==> src/verilog/cpu_seq_pkg.sv <==
package cpu_seq_pkg;

    // ************************************************************
    // Widths and reset values
    // ************************************************************
    localparam int PCL_W = 8;
    localparam int PC_HIGH_W_SMALL = 4;
    localparam int PC_HIGH_W_LARGE = 5;
    localparam int INSTR_W = 16;
    localparam int DATA_W = 8;
    localparam int STACK_DEPTH = 8;
    localparam int PHASE_COUNT = 4;
    localparam int ADDR_FIELD_W = 13;
    localparam logic [12:0] RESET_VECTOR = 13'h0000;
    localparam logic [12:0] INT_VECTOR = 13'h0004;
    localparam logic GIE_RESET = 1'b1;

    // ************************************************************
    // Types
    // ************************************************************
    typedef enum logic [3:0] {
        PH_T1 = 4'b0001,
        PH_T2 = 4'b0010,
        PH_T3 = 4'b0100,
        PH_T4 = 4'b1000
    } four_clock_phases_t;

    typedef enum logic [2:0] {
        OPC_NOP = 3'h0,
        OPC_ALU_ACC = 3'h1,
        OPC_ALU_PCL = 3'h2,
        OPC_JUMP = 3'h3,
        OPC_CALL = 3'h4,
        OPC_RETURN = 3'h5,
        OPC_INT_RETURN = 3'h6,
        OPC_SKIP_ZERO = 3'h7
    } opcode_t;

    typedef enum logic [3:0] {
        ALU_LOAD = 4'h0,
        ALU_ADD = 4'h1,
        ALU_ADC = 4'h2,
        ALU_SUB = 4'h3,
        ALU_SBC = 4'h4,
        ALU_AND = 4'h5,
        ALU_OR = 4'h6,
        ALU_XOR = 4'h7,
        ALU_CPL = 4'h8,
        ALU_RR = 4'h9,
        ALU_RRC = 4'ha,
        ALU_RL = 4'hb,
        ALU_RLC = 4'hc,
        ALU_INC = 4'hd,
        ALU_DEC = 4'he
    } alu_op_t;

    typedef struct packed {
        opcode_t opc;
        logic src_pcl;
        alu_op_t aluop;
        logic [7:0] imm;
    } instr_t;

    typedef struct packed {
        logic ov;
        logic z;
        logic ac;
        logic c;
    } status_t;

    typedef struct packed {
        logic [7:0] data;
        status_t status;
    } alu_result_t;

    localparam status_t STATUS_RESET = 4'h0;

endpackage : cpu_seq_pkg

==> src/verilog/return_stack_mem.sv <==
`timescale 1ns/1ps
module return_stack_mem #(
    parameter int WIDTH = 12,
    parameter int DEPTH = 8,
    parameter int AW = 3
) (
    // Clock and control
    input logic clk,
    input logic reset,
    input logic ce,
    // Write port
    input logic wr_en,
    input logic [AW-1:0] wr_addr,
    input logic [WIDTH-1:0] wr_data,
    // Registered read port
    input logic [AW-1:0] rd_addr,
    output logic [WIDTH-1:0] rd_data_r
);

    logic [WIDTH-1:0] mem [DEPTH];

    always_ff @(posedge clk)
    begin
        if (ce && wr_en)
        begin
            mem[wr_addr] <= wr_data;
        end
    end

    always_ff @(posedge clk or posedge reset)
    begin
        if (reset)
        begin
            rd_data_r <= '0;
        end
        else if (ce)
        begin
            rd_data_r <= mem[rd_addr];
        end
    end

endmodule : return_stack_mem

==> src/verilog/cpu_fetch_sequencer_stack.sv <==
`timescale 1ns/1ps
module cpu_fetch_sequencer_stack #(
    parameter int PC_HIGH_W = cpu_seq_pkg::PC_HIGH_W_SMALL,
    parameter int STACK_DEPTH = cpu_seq_pkg::STACK_DEPTH,
    parameter logic [12:0] INT_VECTOR = cpu_seq_pkg::INT_VECTOR
) (
    // Clock, reset, enable
    input logic clk,
    input logic reset,
    input logic ce,
    // Program memory
    output logic [cpu_seq_pkg::PCL_W+PC_HIGH_W-1:0] prog_addr,
    input logic [cpu_seq_pkg::INSTR_W-1:0] prog_data,
    // Interrupt logic
    input logic irq_req,
    output logic irq_ack,
    // Core state
    output cpu_seq_pkg::four_clock_phases_t phase,
    output logic dummy_cycle,
    output logic [cpu_seq_pkg::DATA_W-1:0] acc,
    output cpu_seq_pkg::status_t status
);

    localparam int PC_W = cpu_seq_pkg::PCL_W + PC_HIGH_W;
    localparam int SP_W = (STACK_DEPTH > 1) ? $clog2(STACK_DEPTH) : 1;
    localparam int CNT_W = $clog2(STACK_DEPTH + 1);
    localparam logic [CNT_W-1:0] CNT_FULL = CNT_W'(STACK_DEPTH);

    // ************************************************************
    // Helpers
    // ************************************************************
    function automatic logic [SP_W-1:0] ptr_inc(input logic [SP_W-1:0] p);
        ptr_inc = (32'(p) == STACK_DEPTH - 1) ? '0 : SP_W'(p + 1'b1);
    endfunction : ptr_inc

    function automatic logic [SP_W-1:0] ptr_dec(input logic [SP_W-1:0] p);
        ptr_dec = (p == '0) ? SP_W'(STACK_DEPTH - 1) : SP_W'(p - 1'b1);
    endfunction : ptr_dec

    function automatic cpu_seq_pkg::alu_result_t alu_calc(
        input cpu_seq_pkg::alu_op_t op,
        input logic [7:0] a,
        input logic [7:0] b,
        input cpu_seq_pkg::status_t st
    );
        cpu_seq_pkg::alu_result_t r;
        logic [8:0] sum;
        logic [4:0] nib;
        logic cin;
        logic [7:0] bb;
        r.data = a;
        r.status = st;
        sum = '0;
        nib = '0;
        cin = 1'b0;
        bb = b;
        case (op)
            cpu_seq_pkg::ALU_LOAD: r.data = b;
            cpu_seq_pkg::ALU_ADD, cpu_seq_pkg::ALU_ADC,
            cpu_seq_pkg::ALU_SUB, cpu_seq_pkg::ALU_SBC:
            begin
                // Subtraction adds the inverse; carry high means no borrow
                if (op == cpu_seq_pkg::ALU_SUB || op == cpu_seq_pkg::ALU_SBC)
                begin
                    bb = ~b;
                end
                case (op)
                    cpu_seq_pkg::ALU_ADC: cin = st.c;
                    cpu_seq_pkg::ALU_SUB: cin = 1'b1;
                    cpu_seq_pkg::ALU_SBC: cin = st.c;
                    default: cin = 1'b0;
                endcase
                sum = {1'b0, a} + {1'b0, bb} + {8'h00, cin};
                nib = {1'b0, a[3:0]} + {1'b0, bb[3:0]} + {4'h0, cin};
                r.data = sum[7:0];
                r.status.c = sum[8];
                r.status.ac = nib[4];
                r.status.ov = (a[7] == bb[7]) && (sum[7] != a[7]);
            end
            cpu_seq_pkg::ALU_AND: r.data = a & b;
            cpu_seq_pkg::ALU_OR: r.data = a | b;
            cpu_seq_pkg::ALU_XOR: r.data = a ^ b;
            cpu_seq_pkg::ALU_CPL: r.data = ~a;
            cpu_seq_pkg::ALU_RR: r.data = {a[0], a[7:1]};
            cpu_seq_pkg::ALU_RRC:
            begin
                r.data = {st.c, a[7:1]};
                r.status.c = a[0];
            end
            cpu_seq_pkg::ALU_RL: r.data = {a[6:0], a[7]};
            cpu_seq_pkg::ALU_RLC:
            begin
                r.data = {a[6:0], st.c};
                r.status.c = a[7];
            end
            cpu_seq_pkg::ALU_INC: r.data = a + 8'h01;
            cpu_seq_pkg::ALU_DEC: r.data = a - 8'h01;
            default: r.data = a;
        endcase
        // Rotations leave the zero flag alone
        if (op != cpu_seq_pkg::ALU_RR && op != cpu_seq_pkg::ALU_RRC &&
            op != cpu_seq_pkg::ALU_RL && op != cpu_seq_pkg::ALU_RLC)
        begin
            r.status.z = (r.data == 8'h00);
        end
        alu_calc = r;
    endfunction : alu_calc

    // ************************************************************
    // State
    // ************************************************************
    cpu_seq_pkg::four_clock_phases_t phase_r;
    cpu_seq_pkg::instr_t ir_r;
    logic ir_valid_r;
    logic [PC_W-1:0] pc_r;
    logic [7:0] acc_r;
    cpu_seq_pkg::status_t status_r;
    logic gie_r;
    logic irq_pending_r;
    logic irq_ack_r;
    logic [SP_W-1:0] sp_r;
    logic [CNT_W-1:0] depth_r;
    logic [PC_W-1:0] stack_top;

    logic cyc_end;
    logic is_jump;
    logic is_call;
    logic is_return;
    logic is_int_return;
    logic is_pcl_write;
    logic is_alu_acc;
    logic skip_taken;
    logic branch_now;
    logic stack_full;
    logic stack_empty;
    logic take_irq;
    logic push;
    logic pop;
    logic [PC_W-1:0] pc_plus1;
    logic [PC_W-1:0] pc_nxt;
    logic [7:0] alu_b;
    cpu_seq_pkg::alu_result_t alu_res;

    // ************************************************************
    // Decode
    // ************************************************************
    assign cyc_end = ce && (phase_r == cpu_seq_pkg::PH_T4);
    assign is_jump = ir_valid_r && (ir_r.opc == cpu_seq_pkg::OPC_JUMP);
    assign is_call = ir_valid_r && (ir_r.opc == cpu_seq_pkg::OPC_CALL);
    assign is_return = ir_valid_r && (ir_r.opc == cpu_seq_pkg::OPC_RETURN);
    assign is_int_return = ir_valid_r && (ir_r.opc == cpu_seq_pkg::OPC_INT_RETURN);
    assign is_pcl_write = ir_valid_r && (ir_r.opc == cpu_seq_pkg::OPC_ALU_PCL);
    assign is_alu_acc = ir_valid_r && (ir_r.opc == cpu_seq_pkg::OPC_ALU_ACC);
    assign skip_taken = ir_valid_r && (ir_r.opc == cpu_seq_pkg::OPC_SKIP_ZERO) &&
                        (acc_r == 8'h00);
    assign branch_now = is_jump | is_call | is_return | is_int_return | is_pcl_write;

    assign stack_full = (depth_r == CNT_FULL);
    assign stack_empty = (depth_r == '0);
    // Interrupt waits while the stack is full or a branch is in flight
    assign take_irq = irq_pending_r && gie_r && !stack_full && !branch_now &&
                      !skip_taken;
    assign push = cyc_end && (is_call || take_irq);
    assign pop = cyc_end && (is_return || is_int_return);

    // Low byte as operand makes the low counter byte readable
    assign alu_b = ir_r.src_pcl ? pc_r[7:0] : ir_r.imm;
    assign alu_res = alu_calc(ir_r.aluop, acc_r, alu_b, status_r);
    assign pc_plus1 = pc_r + {{(PC_W-1){1'b0}}, 1'b1};

    always_comb
    begin
        pc_nxt = pc_plus1;
        if (take_irq)
        begin
            pc_nxt = INT_VECTOR[PC_W-1:0];
        end
        else if (is_jump || is_call)
        begin
            pc_nxt = ir_r[PC_W-1:0];
        end
        else if (is_return || is_int_return)
        begin
            pc_nxt = stack_top;
        end
        else if (is_pcl_write)
        begin
            pc_nxt = {pc_r[PC_W-1:8], alu_res.data};
        end
    end

    // ************************************************************
    // Phase generator
    // ************************************************************
    always_ff @(posedge clk or posedge reset)
    begin
        if (reset)
        begin
            phase_r <= cpu_seq_pkg::PH_T1;
        end
        else if (ce)
        begin
            case (phase_r)
                cpu_seq_pkg::PH_T1: phase_r <= cpu_seq_pkg::PH_T2;
                cpu_seq_pkg::PH_T2: phase_r <= cpu_seq_pkg::PH_T3;
                cpu_seq_pkg::PH_T3: phase_r <= cpu_seq_pkg::PH_T4;
                cpu_seq_pkg::PH_T4: phase_r <= cpu_seq_pkg::PH_T1;
                default: phase_r <= cpu_seq_pkg::PH_T1;
            endcase
        end
    end

    // ************************************************************
    // Fetch and program counter
    // ************************************************************
    always_ff @(posedge clk or posedge reset)
    begin
        if (reset)
        begin
            pc_r <= cpu_seq_pkg::RESET_VECTOR[PC_W-1:0];
            ir_r <= '0;
            ir_valid_r <= 1'b0;
        end
        else if (cyc_end)
        begin
            // Counter and prefetch change at the start of the first phase
            pc_r <= pc_nxt;
            ir_r <= cpu_seq_pkg::instr_t'(prog_data);
            // A redirected flow throws the prefetched word away
            ir_valid_r <= !(branch_now || skip_taken || take_irq);
        end
    end

    // ************************************************************
    // Accumulator and status
    // ************************************************************
    always_ff @(posedge clk or posedge reset)
    begin
        if (reset)
        begin
            acc_r <= 8'h00;
            status_r <= cpu_seq_pkg::STATUS_RESET;
        end
        else if (cyc_end && (is_alu_acc || is_pcl_write))
        begin
            if (is_alu_acc)
            begin
                acc_r <= alu_res.data;
            end
            status_r <= alu_res.status;
        end
    end

    // ************************************************************
    // Interrupt acknowledge
    // ************************************************************
    always_ff @(posedge clk or posedge reset)
    begin
        if (reset)
        begin
            irq_pending_r <= 1'b0;
            gie_r <= cpu_seq_pkg::GIE_RESET;
            irq_ack_r <= 1'b0;
        end
        else if (ce)
        begin
            // A new request wins over the clear from acknowledge
            if (irq_req)
            begin
                irq_pending_r <= 1'b1;
            end
            else if (cyc_end && take_irq)
            begin
                irq_pending_r <= 1'b0;
            end
            if (cyc_end && take_irq)
            begin
                gie_r <= 1'b0;
            end
            else if (cyc_end && is_int_return)
            begin
                gie_r <= 1'b1;
            end
            irq_ack_r <= cyc_end && take_irq;
        end
    end

    // ************************************************************
    // Return stack, hidden from software
    // ************************************************************
    always_ff @(posedge clk or posedge reset)
    begin
        if (reset)
        begin
            sp_r <= '0;
            depth_r <= '0;
        end
        else if (push)
        begin
            // Full stack wraps over its oldest entry
            sp_r <= ptr_inc(sp_r);
            if (!stack_full)
            begin
                depth_r <= depth_r + 1'b1;
            end
        end
        else if (pop)
        begin
            sp_r <= ptr_dec(sp_r);
            if (!stack_empty)
            begin
                depth_r <= depth_r - 1'b1;
            end
        end
    end

    return_stack_mem #(
        .WIDTH(PC_W),
        .DEPTH(STACK_DEPTH),
        .AW(SP_W)
    ) u_stack (
        .clk(clk),
        .reset(reset),
        .ce(ce),
        .wr_en(push),
        .wr_addr(sp_r),
        .wr_data(pc_r),
        .rd_addr(ptr_dec(sp_r)),
        .rd_data_r(stack_top)
    );

    // ************************************************************
    // Outputs
    // ************************************************************
    assign prog_addr = pc_r;
    assign irq_ack = irq_ack_r;
    assign phase = phase_r;
    assign dummy_cycle = !ir_valid_r;
    assign acc = acc_r;
    assign status = status_r;
endmodule : cpu_fetch_sequencer_stack

==> config.mk <==
export PLATFORM = sky130hd
export DESIGN_NAME = cpu_fetch_sequencer_stack
export DESIGN_NICKNAME = d
export VERILOG_FILES = /design/src/verilog/cpu_seq_pkg.sv /design/src/verilog/return_stack_mem.sv /design/src/verilog/cpu_fetch_sequencer_stack.sv
export SDC_FILE = /design/constraint.sdc
export NUM_CORES = 1
export LEC_CHECK = 0
export ABC_AREA = 0
export BUFFER_PORTS_ARGS = -buffer_cell sky130_fd_sc_hd__buf_4
export CORE_UTILIZATION = 50
export DETAILED_ROUTE_END_ITERATION = 7
export PLACE_DENSITY_LB_ADDON = 0.08
export SLEW_MARGIN = 20
export SYNTH_ARGS = -nofsm -noshare
export SYNTH_HDL_FRONTEND = slang
export SYNTH_HIERARCHICAL = 1
export SYNTH_SLANG_ARGS = --single-unit
export TNS_END_PERCENT = 20
==> constraint.sdc <==
create_clock -name clk -period 10.1 [get_ports clk]
set_input_delay 1.01 -clock clk [delete_from_list [all_inputs] [get_ports clk]]
set_output_delay 1.01 -clock clk [all_outputs]
set_load 0.02 [all_outputs]
# Yosys cells after proc, flatten, opt, wreduce, memory -nomap -nowiden
# Memories as Yosys holds them, arrays and structs flattened. A register that Yosys moved wholly into a read port is not among the register bits.
# Index checks and enable logic that the tools add are counted.
# totals
reg_bits	55
ram_bits	96
elab_cells	155
mem_count	1
# memory_table
memory	words	word_bits	read_ports	rd_clocked_by_memory_dff	write_ports	line_no	text
u_stack.mem	8	12	1	1	1	return_stack_mem.sv:20	logic [WIDTH-1:0] mem [DEPTH];
# op_classes
addsub	11
n_eq_ne	36
muxes	26
n_bitwise	9
n_reduce_logical	54
# op_table
op	count
$pmux W8 S12	1
$mux W12	4
$eq A4 B4 Y1 const B	9
$mux W8	3
$logic_and A1 B1 Y1	23
$eq A4 B3 Y1 const B	5
$logic_not A8 Y1	2
$mux W4	4
$ne A4 B4 Y1 const B	4
$not A8 Y8	2
$eq A3 B3 Y1 const B	5
$reduce_and A2 Y1	7
$add A12 B1 Y12 const B	1
$eq A4 B2 Y1 const B	3
$mux W3	4
$pmux W4 S3	1
$add A8 B8 Y9	1
$add A9 B1 Y9	1
$add A8 B1 Y8 const B	1
$and A8 B8 Y8	1
$eq A4 B1 Y1 const B	2
$logic_not A4 Y1	2
$or A8 B8 Y8	1
$sub A8 B1 Y8 const B	1
26 further kinds	48

# Depth between registers and ports, before layout
# Gate-level depths: netlist of the first run.
# depth
word_depth	14
mapped_depth	15
depth_no_buf	13

# By module
# The synthesis of the first run kept the hierarchy.
# by_module_without_submodules
mod	n_inst	cells_each	area_each_um2
cpu_fetch_sequencer_stack	1	669	5273.8
return_stack_mem	1	248	4285.4

# Worst setup path before layout of the first run
# OpenSTA, ideal clock, no wires.
# synth_timing
kind	reg2reg
start	reg ir_r[11] (netlist bit)
end	reg status_r, in the netlist status[2]
setup_time_ns	0.096
t_arrival_ns	4.035
path_slack_ns	5.970
stages_incl_launch_ff	16
path_buffers	4
path_cell_list	dfrtp_1 > buf_2 > buf_2 > buf_2 > buf_2 > nor2_1 > xnor2_1 > fa_1 > fa_1 > mux2_2 > nand2_1 > o31ai_1 > o32a_1 > nand4b_1 > or4_1 > o32ai_2
# synth_via
elab_chain_len	8
word_cells_on_any_way	34
# synth_lines
element	line_no	text
start: declaration	cpu_fetch_sequencer_stack.sv:113	cpu_seq_pkg::instr_t ir_r;
start signal: assignment	cpu_fetch_sequencer_stack.sv:228	ir_r <= cpu_seq_pkg::instr_t'(prog_data);
$eq A4 B2 Y1 / $eq A4 B3 Y1 (equally long branches)	cpu_fetch_sequencer_stack.sv:57, cpu_fetch_sequencer_stack.sv:63, cpu_fetch_sequencer_stack.sv:67	
$logic_or A1 B1 Y1	cpu_fetch_sequencer_stack.sv:63	if (op == cpu_seq_pkg::ALU_SUB || op == cpu_seq_pkg::ALU_SBC)
$mux W8	cpu_fetch_sequencer_stack.sv:63	
$mux W8	cpu_fetch_sequencer_stack.sv:57	case (op)
$add A8 B8 Y9	cpu_fetch_sequencer_stack.sv:73	sum = {1'b0, a} + {1'b0, bb} + {8'h00, cin};
$add A9 B1 Y9	cpu_fetch_sequencer_stack.sv:73	
$pmux W8 S12	cpu_fetch_sequencer_stack.sv:57	
$logic_not A8 Y1	cpu_fetch_sequencer_stack.sv:104	r.status.z = (r.data == 8'h00);
end signal: assignment	cpu_fetch_sequencer_stack.sv:242	status_r <= cpu_seq_pkg::STATUS_RESET;
end signal: assignment	cpu_fetch_sequencer_stack.sv:250	status_r <= alu_res.status;
end: declaration	cpu_fetch_sequencer_stack.sv:117	cpu_seq_pkg::status_t status_r;
# Parallel ways exist; a longest one is shown, timed or not. The select of a mux whose other input is x is not followed.
# A chain may end at the register's enable or synchronous reset.

# Worst setup path in the final report of the first run
# layout_timing
start	reg ir_r[10] (netlist bit)
end	reg status_r, in the netlist status[2]
# The elaborated chain is that of the path after synthesis.

==> results_dict.tcl, run 1 <==
set metrics [dict create \
    die_area_mm2 0.0197 \
    hold_ws_ns 0.493 \
    diodes 0 \
    synthTopCellsByArea "edfxtp_1 30%, dfrtp_1 17%, ha_1 4.7%" \
    hold_violations 0 \
    insertion_delay_ns 0.43 \
    path_buf_inv 1 \
    async_flop_share 0.411 \
    grt-ovfl-total 0 \
    crit_fanout 37 \
    reg2reg_from "ir_r[10]" \
    hp-start "status[3]" \
    grt_pass1_vias 7081 \
    synth_top_area_share 0.302 \
    yosysSeqAreaShare 0.477 \
    vias_per_cell 6.24 \
    crit_chain "buf_4, nor3b_1, a21oi_1, nor2_1, xnor2_1, fa_1, fa_1, mux2_2, nand2_1, o31ai_1, o32a_1, nand4b_1, or4_1, o32ai_2" \
    area_growth_pct 11.0 \
    synth_edf_count 96 \
    place_area_mm2 0.00999 \
    wire_per_inst_um 22.5 \
    finalCritPeriodShare 0.484 \
    grtUsageTotal 0.280 \
    vdd_drop_max_mv 0.141 \
    die_height_um 140 \
    ioPinCount 50 \
    status "completed" \
    clk_pin_slew_ns 0.08 \
    cp.required_ns 10.44 \
    slew_viol_final 0 \
    fill_cells 1608 \
    slowest_delay_ns 0.66 \
    fmax_mhz 205 \
    finish.utilization 0.567 \
    syn_inst 917 \
    reg2regPathDepth 14 \
    die_w_um 140 \
    drc_errors 0 \
    h-tree-depth 4 \
    ys_ff_latch 163 \
    seqCellArea_mm2 0.00456 \
    cts.repair.resized 0 \
    final_area_mm2 0.0106 \
    fin_cells 1187 \
    num_vias 7407 \
    yosys.area.top_type "edfxtp_1" \
    dp_hpwl_mm 18.8 \
    drtIter0Drc 640 \
    yosys_most_used_dff "edfxtp_1" \
    syn_avg_cell_area_um2 10.4 \
    start_util 0.511 \
    root_buffer "clkbuf_16" \
    multi_input_area_mm2 0.00455 \
    grt_pass1_wl_mm 41.6 \
    slowest_stage "nor2_1" \
    syn_area_mm2 0.00956 \
    startpoint "ir_r[10]" \
    p_per_area_mw_per_mm2 263 \
    drt_first_pass_iters 5 \
    finalSetupViolCount 0 \
    grt_max_degree 61 \
    worst-path-stages 14 \
    holdBufCountCts 0 \
    drive_gt1_frac 0.135 \
    cts.path.max_buffers 2 \
    wl_mm 26.7 \
    crit_family "simple AND/OR/NAND/NOR gates" \
    setup_tns_ns 0 \
    place_inst 1155 \
    final_antenna_net_count 0 \
    yosys_warnings 6 \
    hold_path.class "reg -> reg" \
    post_cts_buffers 0 \
    core-area_mm2 0.0187 \
    path_common_cell "fa_1" \
    slew_headroom 0.146 \
    start_kind "flip-flop" \
    clock-sinks 163 \
    tritoncts "done" \
    gp_congestion 0.929 \
    cts_buffers 17 \
    rsz0062_at_grt "no" \
    row_count 50 \
    power_leakage_nw 4.39 \
    crit_type "reg -> reg" \
    finalCriticalPeriod_ns 4.88 \
    nets 1000 \
    end_kind "flip-flop" \
    portBuffers 49 \
    max_cap_violations 0 \
    syn_nets 977 \
    antenna_found_initial 0 \
    synth.distinct_cells 78 \
    crit_arrival_ns 5.23 \
    worstMarginPinSlew_ns 1.27 \
    hold_path_depth 2 \
    fin_skew_ns 0.0152 \
]
[kinds of logic (layout without fill, tap and decap cells)]
| logic type | after synthesis | after routing | share of synthesized area |
|---|---|---|---|
| simple gates | 304 | 304 | 0.156 |
| compound gates | 228 | 228 | 0.170 |
| flops | 163 | 163 | 0.477 |
| buf+inv | 93 | 129 | 0.0480 |
| mux | 60 | 60 | 0.0662 |
| fa+ha+maj | 40 | 40 | 0.0555 |
| xor+xnor | 29 | 29 | 0.0266 |
[synth_stat cells, drive strengths merged (3+ instances only)]
cell,count
ha,36
a221o,3
and2,5
and3,8
nand2,92
o211ai,9
mux2,16
clkbuf,24
xnor2,13
o21ai,40
o31ai,5
nor3,17
nand3,37
nand2b,19
a41o,13
nor4,9
a21o,4
edfxtp,96
a31oi,8
o2111ai,8
a221oi,3
nor3b,4
o21a,5
buf,33
a211o,13
a32oi,10
o32ai,4
a21oi,44
o221ai,3
mux2i,43
o22ai,7
a22oi,14
a211oi,8
inv,36
dfrtp,65
nor2,58
nor2b,38
nand4,5
fa,4
o22a,3
xor2,16
[registers in the layout (all words and copies together) (netlist names)]
| signal | flops |
|---|---|
| gie_r | 1 |
| status | 4 |
| ir_r | 16 |
| phase | 4 |
| ir_valid_r | 1 |
| u_stack/mem | 96 |
| u_stack/rd_data_r | 12 |
| acc | 8 |
| irq_pending_r | 1 |
| prog_addr | 12 |
| sp_r | 3 |
| irq_ack | 1 |
| depth_r | 4 |
[metal layers]
layer	wire (um)	GRT usage
met2	12900	0.456
met3	1320	0.0462
met1	11800	0.380
met5	0	0
met4	656	0.0925
[report_power, final]
group          switching [W]  total (W)  internal [W]
clock               0.000312   0.000668      0.000356
sequential          0.000143   0.000939      0.000795
combinational       0.000741    0.00118      0.000440
total                0.00120    0.00279       0.00159
[final cells by class]
class,instances,share of cell area
clock buffers,17,0.0401
flip-flops and latches,163,0.430
well taps,234,0.0276
multi-input cells,661,0.429
inverters,36,0.0127
repair buffers,61,0.0432
clock inverters,15,0.0173
[per-stage QoR]
| stage | worst slack (ns) | total power [W] |
|---|---|---|
| floorplan | 5.97 | 0.00176 |
| global placement | 5.34 | 0.00210 |
| detailed placement | 5.25 | 0.00211 |
| CTS | 5.25 | 0.00278 |
| global route | 4.87 | 0.00295 |
| finish | 5.22 | 0.00279 |
[worst reg2reg max path, delay by kind of cell, from the launching register on]
kind | cells | cell delay, ns
mux | 1 | 0.27
fa+ha+maj | 2 | 0.94
xor+xnor | 1 | 0.18
simple gates | 5 | 1.95
compound gates | 4 | 0.78
flops | 1 | 0.33
buf+inv | 1 | 0.34
[final timing paths]
check                           slack, ns                    end
worst min-delay path                 0.49              status[3]
worst max register to register       5.22              status[2]
worst min register to register       0.49              status[3]
worst max-delay path                 5.22              status[2]
max in group asynchronous            8.78               ir_r[11]
min in group asynchronous            0.64  u_stack/rd_data_r[11]
[placed cells by master, fill, tap and decap left out, types with 5 or more instances in the layout]
cell	netlist	final
a211o_1	13	13
a211oi_1	8	8
a21oi_1	44	44
a22oi_1	14	14
a31oi_1	8	8
a32oi_1	10	10
a41o_1	13	13
and3_1	8	8
buf_4	0	61
clkbuf_16	0	17
dfrtp_1	65	65
edfxtp_1	96	96
ha_1	36	36
inv_1	33	32
mux2_2	16	16
mux2i_1	43	43
nand2_1	92	92
nand2b_1	19	18
nand3_1	37	37
nand4_1	5	5
nor2_1	58	53
nor2_2	0	5
nor2b_1	38	38
nor3_1	16	16
nor4_1	9	9
o2111ai_1	8	8
o211ai_1	9	9
o21a_1	5	5
o21ai_0	39	39
o22ai_1	7	7
o31ai_1	5	5
xnor2_1	13	13
xor2_1	16	16
No activity file was read; power rests on OpenSTA's default activity.
==> run 2, diff against run 1 <==
==> constraint.sdc (replaced) <==
create_clock -name clk -period 4.8 [get_ports clk]
set_input_delay 0.48 -clock clk [delete_from_list [all_inputs] [get_ports clk]]
set_output_delay 0.48 -clock clk [all_outputs]
set_load 0.02 [all_outputs]
==> results_dict.tcl, run 2 (synthesized netlist as in run 1, its figures left out) <==
set metrics [dict create \
    drive_gt1_frac 0.140 \
    mostFrequentLayoutCells "96 x edfxtp_1, 92 x nand2_1, 72 x buf_4" \
    slowest_delay_ns 0.58 \
    nets 1011 \
    fmax_mhz 254 \
    crit_arrival_ns 4.28 \
    slew_viol_final 0 \
    finalSetupViolCount 0 \
    slowest_stage "or4_1" \
    crit_type "reg -> reg" \
    busiest_layer "met2" \
    slew_headroom 0.284 \
    max_cap_violations 0 \
    setup_tns_ns 0 \
    largest_register_ff_count 96 \
    area_growth_pct 11.9 \
    clk_pin_slew_ns 0.08 \
    cts_buffers 17 \
    start_util 0.511 \
    path_buf_inv 0 \
    diodes 0 \
    start_kind "flip-flop" \
    finalCriticalPeriod_ns 3.93 \
    final_antenna_net_count 0 \
    num_vias 7555 \
    grt_util_met3 0.0496 \
    row_count 50 \
    root_buffer "clkbuf_16" \
    dp_hpwl_mm 19.9 \
    power_leakage_nw 4.46 \
    worstMarginPinSlew_ns 1.07 \
    p_per_area_mw_per_mm2 562 \
    gp_congestion 0.970 \
    top_register "u_stack/mem" \
    drc_errors 0 \
    holdBufCountCts 0 \
    cts.repair.resized 0 \
    vdd_drop_max_mv 0.416 \
    final_common_cell "edfxtp_1" \
    drt_first_pass_iters 7 \
    hold_path.class "in -> async" \
    antenna_found_initial 0 \
    cts.path.max_buffers 2 \
    drtIter0Drc 637 \
    crit_family "simple AND/OR/NAND/NOR gates" \
    post_cts_buffers 0 \
    grt-ovfl-total 0 \
    hold_violations 0 \
    crit_chain "nor2b_1, a21oi_1, nor2_1, xnor2_1, fa_1, fa_1, nand3_1, nand2_1, xor2_1, a311oi_1, o211ai_1, or4_1, o32ai_2" \
    grt_max_degree 56 \
    grt.met2_usage 0.486 \
    vias_per_cell 6.31 \
    path_common_cell "fa_1" \
    grt_pass1_wl_mm 43.6 \
    rsz0062_at_grt "no" \
    h-tree-depth 4 \
    reg_top3 "u_stack/mem: 96 flops, ir_r: 16 flops" \
    die_height_um 140 \
    wire_per_inst_um 23.4 \
    fin_skew_ns 0.0219 \
    met1_usage 0.389 \
    end_kind "flip-flop" \
    dp_worst_setup_slack_ns 0.918 \
    status "completed" \
    wl_mm 28.0 \
    clock-sinks 163 \
    crit_fanout 12 \
    setup_slack_ns 0.870 \
    core-area_mm2 0.0187 \
    tritoncts "done" \
    ioPinCount 50 \
    grt_pass1_vias 7494 \
    cp.required_ns 5.15 \
    die_area_mm2 0.0197 \
    grtUsageTotal 0.297 \
    insertion_delay_ns 0.43 \
    die_w_um 140 \
    finalCritPeriodShare 0.819 \
    portBuffers 49 \
]
run 2: cell types whose count changed in the layout (fill, tap and decap cells not counted), sizes merged:
cell | previous run | this run
buf | 61 | 72
bufinv | 1 | 3
clkbuf | 17 | 18
clkinv | 6 | 1
clkinvlp | 1 | 2
inv | 43 | 44
run 2: worst register-to-register path, delay by kind of cell, from the launching register on:
kind / cells / cell delay, ns
adder cells (fa/ha/maj): 2 / 0.88
AND/OR/NAND/NOR: 5 / 1.26
XOR/XNOR: 2 / 0.31
flip-flops: 1 / 0.55
AO/OA/AOI/OAI: 4 / 0.84
run 2: final timing paths:
check,from,to,slack (ns),cells after the start
worst max register to register,ir_r[8],status[2],0.87,13
worst min register to register,irq_pending_r,irq_pending_r,0.50,2
min in group clk,prog_data[13],ir_r[13],0.24,3
worst min-delay path,reset,u_stack/rd_data_r[11],0.14,2
max in group asynchronous,reset,acc[0],4.00,3
worst max-delay path,ir_r[8],status[2],0.87,13
run 2: report_power, final:
part           internal, W  switching, W
registers          0.00167      0.000334
logic             0.000945       0.00161
clock network     0.000837      0.000605
run 2: cell type report:
| class | count | area [um^2] |
|---|---|---|
| timing repair buffer | 72 | 541 |
| inverter | 36 | 135 |
| clock buffer | 18 | 429 |
| tap | 234 | 293 |
| sequential | 163 | 4560 |
| fill | 1625 | 8010 |
| multi-input combinational | 661 | 4550 |
| clock inverter | 14 | 188 |
run 2: metal layers:
layer / part of all wire / up-vias
li1: - / 3487
met1: 0.43 / 3740
met2: 0.48 / 272
met3: 0.055 / 56
met4: 0.035 / 0
met5: 0 / -
run 2: stage by stage:
step / cells / instance area [um^2] / total power [W] / hold slack (ns) / utilization
2_1_floorplan: 917 / 9560 / 0.00370 / 0.345 / -
3_3_place_gp: 1166 / 10100 / 0.00450 / 0.488 / 0.538
3_5_place_dp: 1166 / 10100 / 0.00453 / 0.480 / 0.539
4_1_cts: 1198 / 10700 / 0.00599 / 0.148 / 0.572
5_1_grt: 1198 / 10700 / 0.00636 / 0.155 / 0.572
6_report: 1198 / 10700 / 0.00601 / 0.139 / 0.572
